`src/sehl_pkg.sv`:
```
// package for the secondary error header log: offsets, field layout, types
// assumes a 32-bit configuration read port and a 40 MHz system clock
package sehl_pkg;

    // byte offsets in extended configuration space
    localparam logic [11:0] SEHL_OFS_WORD0 = 12'h13c;
    localparam logic [11:0] SEHL_OFS_WORD1 = 12'h140;
    localparam logic [11:0] SEHL_OFS_WORD2 = 12'h144;
    localparam logic [11:0] SEHL_OFS_WORD3 = 12'h148;

    // field positions inside the 128-bit log
    localparam int SEHL_ADDR_HI_MSB = 127;
    localparam int SEHL_ADDR_HI_LSB = 96;
    localparam int SEHL_ADDR_LO_MSB = 95;
    localparam int SEHL_ADDR_LO_LSB = 64;
    localparam int SEHL_RSVD_MSB    = 63;
    localparam int SEHL_RSVD_LSB    = 44;
    localparam int SEHL_UCMD_MSB    = 43;
    localparam int SEHL_UCMD_LSB    = 40;
    localparam int SEHL_LCMD_MSB    = 39;
    localparam int SEHL_LCMD_LSB    = 36;
    localparam int SEHL_ATTR_MSB    = 35;

    // reset values
    localparam logic [31:0] SEHL_WORD_RST = 32'h0000_0000;
    localparam logic [3:0]  SEHL_CMD_RST  = 4'h0;

    // one captured bus cycle header
    typedef struct packed {
        logic [31:0] addr_hi;
        logic [31:0] addr_lo;
        logic [3:0]  cmd_hi;
        logic [3:0]  cmd_lo;
    } sehl_hdr_t;

    // configuration read request and answer
    typedef struct packed {
        logic        rd;
        logic [11:0] addr;
    } sehl_cfg_req_t;

    typedef struct packed {
        logic        hit;
        logic [31:0] data;
    } sehl_cfg_rsp_t;

    localparam sehl_hdr_t SEHL_HDR_RST = '{SEHL_WORD_RST, SEHL_WORD_RST,
                                           SEHL_CMD_RST, SEHL_CMD_RST};

endpackage

```
`src/sehl_rst_sync.sv`:
```
// fundamental reset combiner with three-stage pin synchroniser
// assumes both reset pins are asynchronous and active low
`timescale 1ns/1ps
module sehl_rst_sync
    import sehl_pkg::*;
(
    input  wire logic clk_sys_i,
    input  wire logic link_reset_n_i,
    input  wire logic global_reset_n_i,
    output logic      fundamental_reset_n_o
);
    logic [2:0] sync_q;
    logic [2:0] sync_d;
    logic       fund_n_q;
    logic       fund_n_d;

    // either pin low asserts the combined reset
    always_comb
    begin
        sync_d   = {sync_q[1:0], link_reset_n_i & global_reset_n_i}; // RQ11
        fund_n_d = fund_n_q;
        // change counts once stages two and three agree
        if (sync_q[2] == sync_q[1])
        begin
            fund_n_d = sync_q[2];
        end
    end

    // no async reset here: pins only arrive through the chain
    always_ff @(posedge clk_sys_i)
    begin
        sync_q   <= sync_d;
        fund_n_q <= fund_n_d;
    end

    assign fundamental_reset_n_o = fund_n_q;
endmodule

```
`src/sehl_word_mux.sv`:
```
// selects one 32-bit word of the log by configuration offset
// assumes the caller registers the result
`timescale 1ns/1ps
module sehl_word_mux
    import sehl_pkg::*;
(
    input  wire logic [127:0] log_i,
    input  wire logic [11:0]  addr_i,
    output sehl_cfg_rsp_t     rsp_o
);
    // address decode, low offset carries bits 31:0
    always_comb
    begin
        rsp_o = '{1'b0, SEHL_WORD_RST};
        if (addr_i == SEHL_OFS_WORD0)
        begin
            rsp_o = '{1'b1, log_i[31:0]};  // RQ2
        end
        else if (addr_i == SEHL_OFS_WORD1)
        begin
            rsp_o = '{1'b1, log_i[63:32]};
        end
        else if (addr_i == SEHL_OFS_WORD2)
        begin
            rsp_o = '{1'b1, log_i[95:64]};
        end
        else if (addr_i == SEHL_OFS_WORD3)
        begin
            rsp_o = '{1'b1, log_i[127:96]};
        end
    end
endmodule

```
`src/sehl_top.sv`:
```
// secondary error header log: captures the pci address phases of the
// newest secondary error and returns them as four read-only words.
// assumes the error detector pulses err_set_i in the cycle it sets its
// status bit, and that address phase strobes come from logic on clk_sys_i.
`timescale 1ns/1ps
// Operation
// RQ1 - each detected error overwrites the log with its cycle's address and command
// RQ2 - log read as four words, lowest offset gives bits 31:0
// RQ3 - first address phase into 95:64, second into 127:96
// RQ4 - single address phase writes zero into bits 127:96
// RQ5 - bits 63:44 always read zero
// RQ6 - dual address cycle second phase command into 43:40
// RQ7 - first phase command into 39:36
// RQ8 - bits 35:0 have no function and read zero
// RQ9 - all words reset to zero, writes ignored
// RQ10 - only fundamental reset clears captured fields
// RQ11 - fundamental reset asserted when link or global reset asserted
// RQ12 - log loaded in the same cycle the status bit is set
module sehl_top
    import sehl_pkg::*;
(
    input  wire logic        clk_sys_i,
    input  wire logic        srst_i,
    input  wire logic        link_reset_n_i,
    input  wire logic        global_reset_n_i,
    input  wire logic        addr_phase1_i,
    input  wire logic        addr_phase2_i,
    input  wire logic [31:0] pci_ad_i,
    input  wire logic [3:0]  pci_cbe_i,
    input  wire logic        err_set_i,
    input  wire logic        cfg_rd_i,
    input  wire logic        cfg_wr_i,
    input  wire logic [11:0] cfg_addr_i,
    input  wire logic [31:0] cfg_wdata_i,
    output logic [31:0]      cfg_rdata_o,
    output logic             cfg_hit_o,
    output logic             fundamental_reset_n_o
);
    logic          fund_n;
    sehl_hdr_t     cur_q;
    sehl_hdr_t     cur_d;
    sehl_hdr_t     log_q;
    sehl_hdr_t     log_d;
    logic [127:0]  log_flat;
    sehl_cfg_rsp_t rsp;
    logic [31:0]   rdata_q;
    logic [31:0]   rdata_d;
    logic          hit_q;
    logic          hit_d;
    logic          fund_q;
    logic          unused_wr;

    sehl_rst_sync u_rst
    (
        .clk_sys_i             (clk_sys_i),
        .link_reset_n_i        (link_reset_n_i),
        .global_reset_n_i      (global_reset_n_i),
        .fundamental_reset_n_o (fund_n)
    );

    // writes are accepted and dropped: the log is read only
    assign unused_wr = cfg_wr_i & (|cfg_wdata_i); // RQ9

    // track the header of the cycle in flight on the secondary bus
    always_comb
    begin
        cur_d = cur_q;
        if (addr_phase1_i)
        begin
            cur_d.addr_lo = pci_ad_i;      // RQ3
            cur_d.cmd_lo  = pci_cbe_i;     // RQ7
            cur_d.addr_hi = SEHL_WORD_RST; // RQ4
            cur_d.cmd_hi  = SEHL_CMD_RST;
        end
        else if (addr_phase2_i)
        begin
            cur_d.addr_hi = pci_ad_i;      // RQ3
            cur_d.cmd_hi  = pci_cbe_i;     // RQ6
        end
    end

    // newest error wins; capture in the status-set cycle
    always_comb
    begin
        log_d = log_q;
        if (err_set_i)
        begin
            log_d = cur_q; // RQ1 RQ12
        end
    end

    // only the fundamental reset clears the log, srst_i leaves it
    always_ff @(posedge clk_sys_i)
    begin
        if (!fund_n)
        begin
            cur_q <= SEHL_HDR_RST; // RQ10
            log_q <= SEHL_HDR_RST; // RQ9
        end
        else
        begin
            cur_q <= cur_d;
            log_q <= log_d;
        end
    end

    // reserved and attribute bits are wired to zero
    assign log_flat = {log_q.addr_hi, log_q.addr_lo,
                       20'h0_0000,                 // RQ5
                       log_q.cmd_hi, log_q.cmd_lo,
                       36'h0_0000_0000};           // RQ8

    sehl_word_mux u_mux
    (
        .log_i  (log_flat),
        .addr_i (cfg_addr_i),
        .rsp_o  (rsp)
    );

    // registered read answer, one cycle after the request
    always_comb
    begin
        rdata_d = SEHL_WORD_RST;
        hit_d   = 1'b0;
        if (cfg_rd_i)
        begin
            rdata_d = rsp.data; // RQ2
            hit_d   = rsp.hit;
        end
    end

    always_ff @(posedge clk_sys_i)
    begin
        if (srst_i)
        begin
            rdata_q <= SEHL_WORD_RST;
            hit_q   <= 1'b0;
            fund_q  <= 1'b0;
        end
        else
        begin
            rdata_q <= rdata_d;
            hit_q   <= hit_d;
            fund_q  <= fund_n;
        end
    end

    assign cfg_rdata_o           = rdata_q;
    assign cfg_hit_o             = hit_q;
    assign fundamental_reset_n_o = fund_q;
endmodule

```
`config.mk`:
```
export PLATFORM = sky130hd
export DESIGN_NAME = sehl_top
export DESIGN_NICKNAME = d
export VERILOG_FILES = /design/src/sehl_pkg.sv /design/src/sehl_rst_sync.sv /design/src/sehl_word_mux.sv /design/src/sehl_top.sv
export SDC_FILE = /design/constraint.sdc
export NUM_CORES = 1
export LEC_CHECK = 0
export ABC_CLOCK_PERIOD_IN_PS = 3200
export BUFFER_PORTS_ARGS = -buffer_cell sky130_fd_sc_hd__buf_2
export CAP_MARGIN = 20
export CORE_MARGIN = 1.5
export CORE_UTILIZATION = 55
export DETAILED_ROUTE_END_ITERATION = 16
export GPL_ROUTABILITY_DRIVEN = 0
export PLACE_DENSITY = 0.79
export REMOVE_ABC_BUFFERS = 1
export SLEW_MARGIN = 20
export SYNTH_ARGS = -nofsm -noshare
export SYNTH_HDL_FRONTEND = slang
export SYNTH_SLANG_ARGS = --single-unit
```
`constraint.sdc`:
```
create_clock -name clk_sys_i -period 3.2 [get_ports clk_sys_i]
set_input_delay 0.32 -clock clk_sys_i [delete_from_list [all_inputs] [get_ports clk_sys_i]]
set_output_delay 0.32 -clock clk_sys_i [all_outputs]
set_load 0.02 [all_outputs]
```
==> run_results.csv, run 1 <==
group,metric,value,unit
clock_network,clock_latency,420,ps
setup_path,worstPathRequired,3550,ps
grt,antenna_found_initial,1,
sta,slew_headroom,40.7,%
sta,setup_viol,0,
die,die_area,13100,µm²
sta,fmax,504,MHz
power,power.density,589,nW/µm²
final_layout,drive_gt1_share,22.2,%
grt,grt_usage,22.2,%
synth,synth_seq_cells,182,
synth,synthDistinctLibCells,29,
synth,ys_seq_area_share,53.3,%
clock_network,htreeDepth,4,
clock_network,cts_resized,0,
route,drt_iter0_markers,288,
route,ant_nets,0,
final_layout,synthToLayoutAreaGrowth,15.7,%
setup_path,arrival,2330,ps
grt,grt_max_degree,110,
sta,fin_worst_skew,5.78,ps
final_layout,n_fill_cell,922,
sta,final-max-slew-violation-count,0,
die,core_area,12100,µm²
clock_network,cts.sinks,182,
grt,grt_pass1_vias,4544,
synth,synth_area,6850,µm²
setup_path,endpoint_kind,"flop",
synth,yosysTopAreaCellShare,52.9,%
route,wl_per_cell,16.1,µm
synth,async_reset_ff_share,0,%
route,vias,4526,
final_layout,final_common_cell,"dfxtp_1",
sta,rsz0062_at_grt,"false",
sta,hold_viol_final,0,
final_layout,final_nets,779,
clock_network,cts_setup_buffers,0,
synth,synth-edff-count,1,
clock_network,numCtsBuffers,17,
synth,synth_area_leaders,"dfxtp_1 53%, mux2i_1 21%, nor2b_1 11%",
route,routed_via_density,5.21,
clock_network,tritoncts,"built",
die,fp-row-count,40,
setup_path,startpoint_type,"primary input",
die,io_pins,123,
setup_path,critPathKind,"in -> reg",
synth,synth_top_cell_by_area,"dfxtp_1",
synth,synthFlopType,"dfxtp_1",
placement,dp_hpwl,8.50,mm
synth,yosysWarnings,0,
die,die_h,115,µm
sta,tightest_slew,883,ps
power,total_leakage_power,3.35,nW
sta,period_share,62.0,%
synth,netlist_instances,616,
grt,grt_pass1_wl,22.5,mm
synth,synth_area_per_cell,11.1,µm²
sta,min_period,1990,ps
final_layout,mostFrequentLayoutCells,"181 x dfxtp_1, 144 x mux2i_1, 117 x nor2b_1",
route,drc,0,
final_layout,post-route-util,65.7,%
route,routed_wl,14.0,mm
clock_network,ctsHoldBuffers,0,
setup_path,crit_path_max_fanout,12,
clock_network,cts_root_buffer,"clkbuf_16",
job,drv_cap,0,
clock_network,cts_buffer_depth,2,
power,finalPower,0.00467,W
placement,port_buffers,89,
clock_network,clk_pin_slew,60,ps
power,ir_drop,0.374,mV
worst_hold_path,hold_class,"in -> reg",
route,dr.pass1.iters,4,
grt,gr-total-overflow,0,
sta,tns,0,ps
die,dieWidth,115,µm
setup_path,r2r_slack,1800,ps
die,start_util,56.8,%
outcome,status,"finished clean",
## routing by layer
| metal | share of wire [%] | vias to the layer above | global-route usage, % |
|---|---|---|---|
| met4 | 2.2 | 0 | 9.83 |
| met3 | 3.2 | 27 | 3.49 |
| met1 | 45 | 2179 | 27.3 |
| li1 | - | 2217 | - |
| met5 | 0 | - | 0 |
| met2 | 50 | 103 | 38.6 |
## cells by family after synthesis
| family | share of synthesized area, % |
|---|---|
| AO/OA/AOI/OAI | 4.77 |
| multiplexers | 21.0 |
| AND/OR/NAND/NOR | 17.2 |
| flip-flops | 53.3 |
| buffers and inverters | 3.56 |
| XOR/XNOR | 0.128 |
## final cells by class
class | instances | area [µm²] | area share (%)
well taps | 168 | 210 | 2.65
multi-input cells | 384 | 2960 | 37.3
clock inverters | 3 | 15.0 | 0.189
diodes | 1 | 2.50 | 0.0316
clock buffers | 25 | 537 | 6.77
flip-flops and latches | 182 | 3650 | 46.1
repair buffers | 97 | 520 | 6.57
inverters | 8 | 30.0 | 0.379
## stage by stage
step	hold WS (ps)	area, µm²	setup WS (ps)	std cells
global placement	313	7370	828	839
global route	101	7920	1150	868
detailed placement	315	7370	798	839
finish	99.8	7920	1210	868
CTS	80.5	7920	1240	867
floorplan	310	6640	690	574
## flip-flops by register name (all words and copies together) (netlist names)
register / flops
u_rst.sync_q: 3
cfg_rdata_o: 32
log_flat: 72
u_rst.fundamental_reset_n_o: 1
fundamental_reset_n_o: 1
cfg_hit_o: 1
cur_q: 72
## path summary, 6_finish.rpt
path,to,from,cells after the start
worst max-delay path,cfg_rdata_o[25],cfg_addr_i[11],6
worst max register to register,log_flat[91],u_rst.fundamental_reset_n_o,2
worst min register to register,u_rst.sync_q[1],u_rst.sync_q[0],0
worst min-delay path,u_rst.sync_q[0],global_reset_n_i,2
## critical path, stage by stage
cell and delay [ps]:
buf_2 100, or4b_4 600, nor4_4 800, buf_4 310
a22oi_1 80, nor2_1 110
## power breakdown
group	internal [W]	switching [W]
clock	0.00114	0.000787
combinational	0.000168	0.000189
sequential	0.00234	0.0000369
## synth_stat cells, types with 3 or more instances
library cell / count
nor2b_1: 117
buf_2: 10
nor2_1: 45
buf_6: 3
mux2i_1: 144
nor2_2: 18
dfxtp_1: 181
nand2_1: 3
buf_1: 6
o221a_1: 3
o221a_2: 5
buf_4: 3
clkbuf_1: 19
inv_1: 8
nor4_4: 3
a21oi_1: 9
a22oi_1: 24
Power figures use the tool's default switching activity.
==> inputs of run 2 (changes only) <==
--- a/config.mk
+++ b/config.mk
@@ -5,7 +5,8 @@
 export SDC_FILE = /design/constraint.sdc
 export NUM_CORES = 1
 export LEC_CHECK = 0
-export ABC_CLOCK_PERIOD_IN_PS = 3200
+export ABC_AREA = 1
+export ABC_CLOCK_PERIOD_IN_PS = 2000
 export BUFFER_PORTS_ARGS = -buffer_cell sky130_fd_sc_hd__buf_2
 export CAP_MARGIN = 20
 export CORE_MARGIN = 1.5
==> constraint.sdc (replaced) <==
create_clock -name clk_sys_i -period 2 [get_ports clk_sys_i]
set_input_delay 0.2 -clock clk_sys_i [delete_from_list [all_inputs] [get_ports clk_sys_i]]
set_output_delay 0.2 -clock clk_sys_i [all_outputs]
set_load 0.02 [all_outputs]
==> run 2 against run 1 <==
Count of clock-buffer cells in the layout shrank 7; synthesized area shrank 1.0%; synthesized cell count grew 39%; via count grew 27%; register-to-register slack lost 1500 ps; sequential share of layout area grew 0.34 points; clock power grew 66%; critical path type is now reg -> reg; global-route usage grew 2.5 points; highest routed layer unchanged; cell count grew 25%; largest power group unchanged; first-iteration DRC count grew 26%.
==> run_results.csv, run 2 <==
group,metric,value,unit
outcome,status,"finished clean",
clock_network,tritoncts,"built",
sta,final-max-slew-violation-count,0,
setup_path,startpoint_type,"flop",
setup_path,critPathKind,"reg -> reg",
grt,grt_max_degree,109,
die,die_h,114,µm
grt,grt_usage,24.7,%
job,drv_cap,0,
power,power.density,984,nW/µm²
clock_network,cts.sinks,182,
synth,yosysWarnings,0,
sta,period_share,82.9,%
final_layout,synthToLayoutAreaGrowth,16.0,%
synth,synth_top_cell_by_area,"dfxtp_1",
synth,async_reset_ff_share,0,%
power,swShare,25.2,%
placement,dp_hpwl,8.77,mm
final_layout,drive_gt1_share,20.2,%
grt,gr-total-overflow,0,
route,ant_nets,0,
die,core_area,12000,µm²
placement,post_dp_cell_area,7240,µm²
die,io_pins,123,
synth,netlist_instances,855,
route,routed_wl,15.5,mm
setup_path,r2r_slack,340,ps
synth,ys_top_cells_by_count,"235 x nor2_1, 181 x dfxtp_1, 109 x o21ai_0, 88 x nand2_1, 44 x a21oi_1",
clock_network,cts_buffer_depth,2,
sta,hold_viol_final,0,
setup_path,r2r_end,"log_flat[127]",
power,p_int,0.00578,W
worst_hold_path,hold_path_end,"cur_q[15]",
synth,synthFlopType,"dfxtp_1",
power,total_leakage_power,3.39,nW
synth,synth_area_leaders,"dfxtp_1 53%, nor2_1 13%, o21ai_0 8.0%",
die,fp-row-count,40,
route,vias,5752,
clock_network,clk_pin_slew,70,ps
route,routed_via_density,5.31,
synth,synth-edff-count,1,
clock_network,cts_setup_buffers,0,
power,combPwrFrac,7.9,%
sta,min_period,1660,ps
clock_network,htreeDepth,4,
route,drc,0,
die,dieWidth,114,µm
power,ir_drop,0.518,mV
final_layout,antenna_cells,0,
clock_network,numCtsBuffers,17,
setup_path,rr_worst_depth,3,
synth,yosysTopAreaCellShare,53.4,%
worst_hold_path,hold_depth,3,
sta,slew_headroom,40.0,%
route,dr.pass1.iters,5,
synth,synth_most_common_cell,"nor2_1",
worst_hold_path,hold_class,"in -> reg",
sta,setup_viol,0,
worst_hold_path,hp-start,"pci_ad_i[7]",
die,die_area,13000,µm²
placement,port_buffers,89,
route,wl_per_cell,14.3,µm
setup_path,worstPathRequired,2340,ps
power,p_seq_share,50.7,%
sta,fmax,603,MHz
final_layout,mostFrequentLayoutCells,"235 x nor2_1, 181 x dfxtp_1, 109 x o21ai_0",
sta,tightest_slew,899,ps
synth,synth_area_per_cell,7.93,µm²
setup_path,crit_path_max_fanout,108,
clock_network,cts_root_buffer,"clkbuf_16",
setup_path,endpoint_kind,"flop",
final_layout,post-route-util,65.5,%
synth,synth_seq_cells,182,
synth,ys_seq_area_share,53.9,%
sta,fin_worst_skew,12.3,ps
clock_network,clock_latency,420,ps
final_layout,final_common_cell,"nor2_1",
final_layout,final_nets,1012,
power,pwr-share-clk,41.3,%
setup_path,worstReg2RegStart,"u_rst.fundamental_reset_n_o",
die,start_util,56.5,%
sta,rsz0062_at_grt,"false",
setup_path,arrival,2000,ps
grt,grt_pass1_vias,5328,
synth,synth_area,6780,µm²
grt,grt_pass1_wl,25.4,mm
power,p_sw,0.00195,W
route,drt_iter0_markers,364,
synth,synthDistinctLibCells,26,
final_layout,fin_area,7870,µm²
grt,antenna_found_initial,0,
-- run 2: cell types whose count changed in the layout (fill, tap and decap cells not counted), sizes merged, moves of 23 or more --
cell   before  now
nand2       3  111
nand3       0   28
a22oi      24    0
a21oi       9   64
nor2       63  243
inv         8   35
nand4       0   23
mux2i     144    0
nor2b     117    0
o21ai       0  112
-- run 2: cells by family after synthesis --
logic type | Yosys count | share of synthesized area, %
AND/OR/NAND/NOR | 406 | 25.7
XOR/XNOR | 1 | 0.129
AO/OA/AOI/OAI | 177 | 14.2
buffers and inverters | 89 | 6.05
flip-flops | 182 | 53.9
-- run 2: worst max-delay path by stage --
stage | from | endpoint | slack [ps] | cells after the start
floorplan | u_rst.fundamental_reset_n_o | cur_q[40] | -380 | 4
global placement | cfg_addr_i[1] | cfg_rdata_o[0] | 370 | 6
detailed placement | cfg_addr_i[2] | cfg_rdata_o[11] | 350 | 9
CTS | u_rst.fundamental_reset_n_o | log_flat[127] | 360 | 3
global route | u_rst.fundamental_reset_n_o | log_flat[127] | 270 | 3
finish | u_rst.fundamental_reset_n_o | log_flat[127] | 340 | 3
-- run 2: worst max-delay path: stages (launching register included) --
cell and delay, ps:
edfxtp_1 360, buf_4 710, o21ai_0 300, nor2_1 180
-- run 2: power by group through the flow --
stage	Sequential (W)	Combinational, W	Clock (W)
global placement	0.00399	0.000584	0
detailed placement	0.00400	0.000594	0
global route	0.00394	0.000697	0.00341
finish	0.00392	0.000614	0.00320
floorplan	0.00401	0.000321	0
CTS	0.00392	0.000612	0.00324
-- run 2: final cells by class --
class                   instances  area [µm²]
clock buffers                  18         429
flip-flops and latches        182        3650
multi-input cells             584        2720
inverters                      31         116
fillers                       998        4150
repair buffers                107         618
clock inverters                14         141
well taps                     147         184
-- run 2: routing by layer --
layer | GRT usage, % | share of wire, %
met5 | 0 | 0
met2 | 42.0 | 48
met1 | 30.7 | 43
met3 | 4.73 | 6.8
met4 | 10.7 | 1.8
-- run 2: stage by stage --
| step | TNS, ps | power (W) | setup slack [ps] | cells | hold slack [ps] |
|---|---|---|---|---|---|
| after CTS | 0 | 0.00778 | 362 | 1083 | 2.18 |
| after global routing | 0 | 0.00805 | 267 | 1083 | 18.0 |
| after floorplan | -12370 | 0.00433 | -376 | 797 | 272 |
| after global placement | 0 | 0.00458 | 367 | 1046 | 356 |
| final | 0 | 0.00774 | 342 | 1083 | 15.0 |
| after detailed placement | 0 | 0.00460 | 351 | 1046 | 362 |
-- run 2: what timing repair did --
action,CTS,global route
hold buffers,5,0
resized for setup,0,0
hold endpoints to repair,4,0
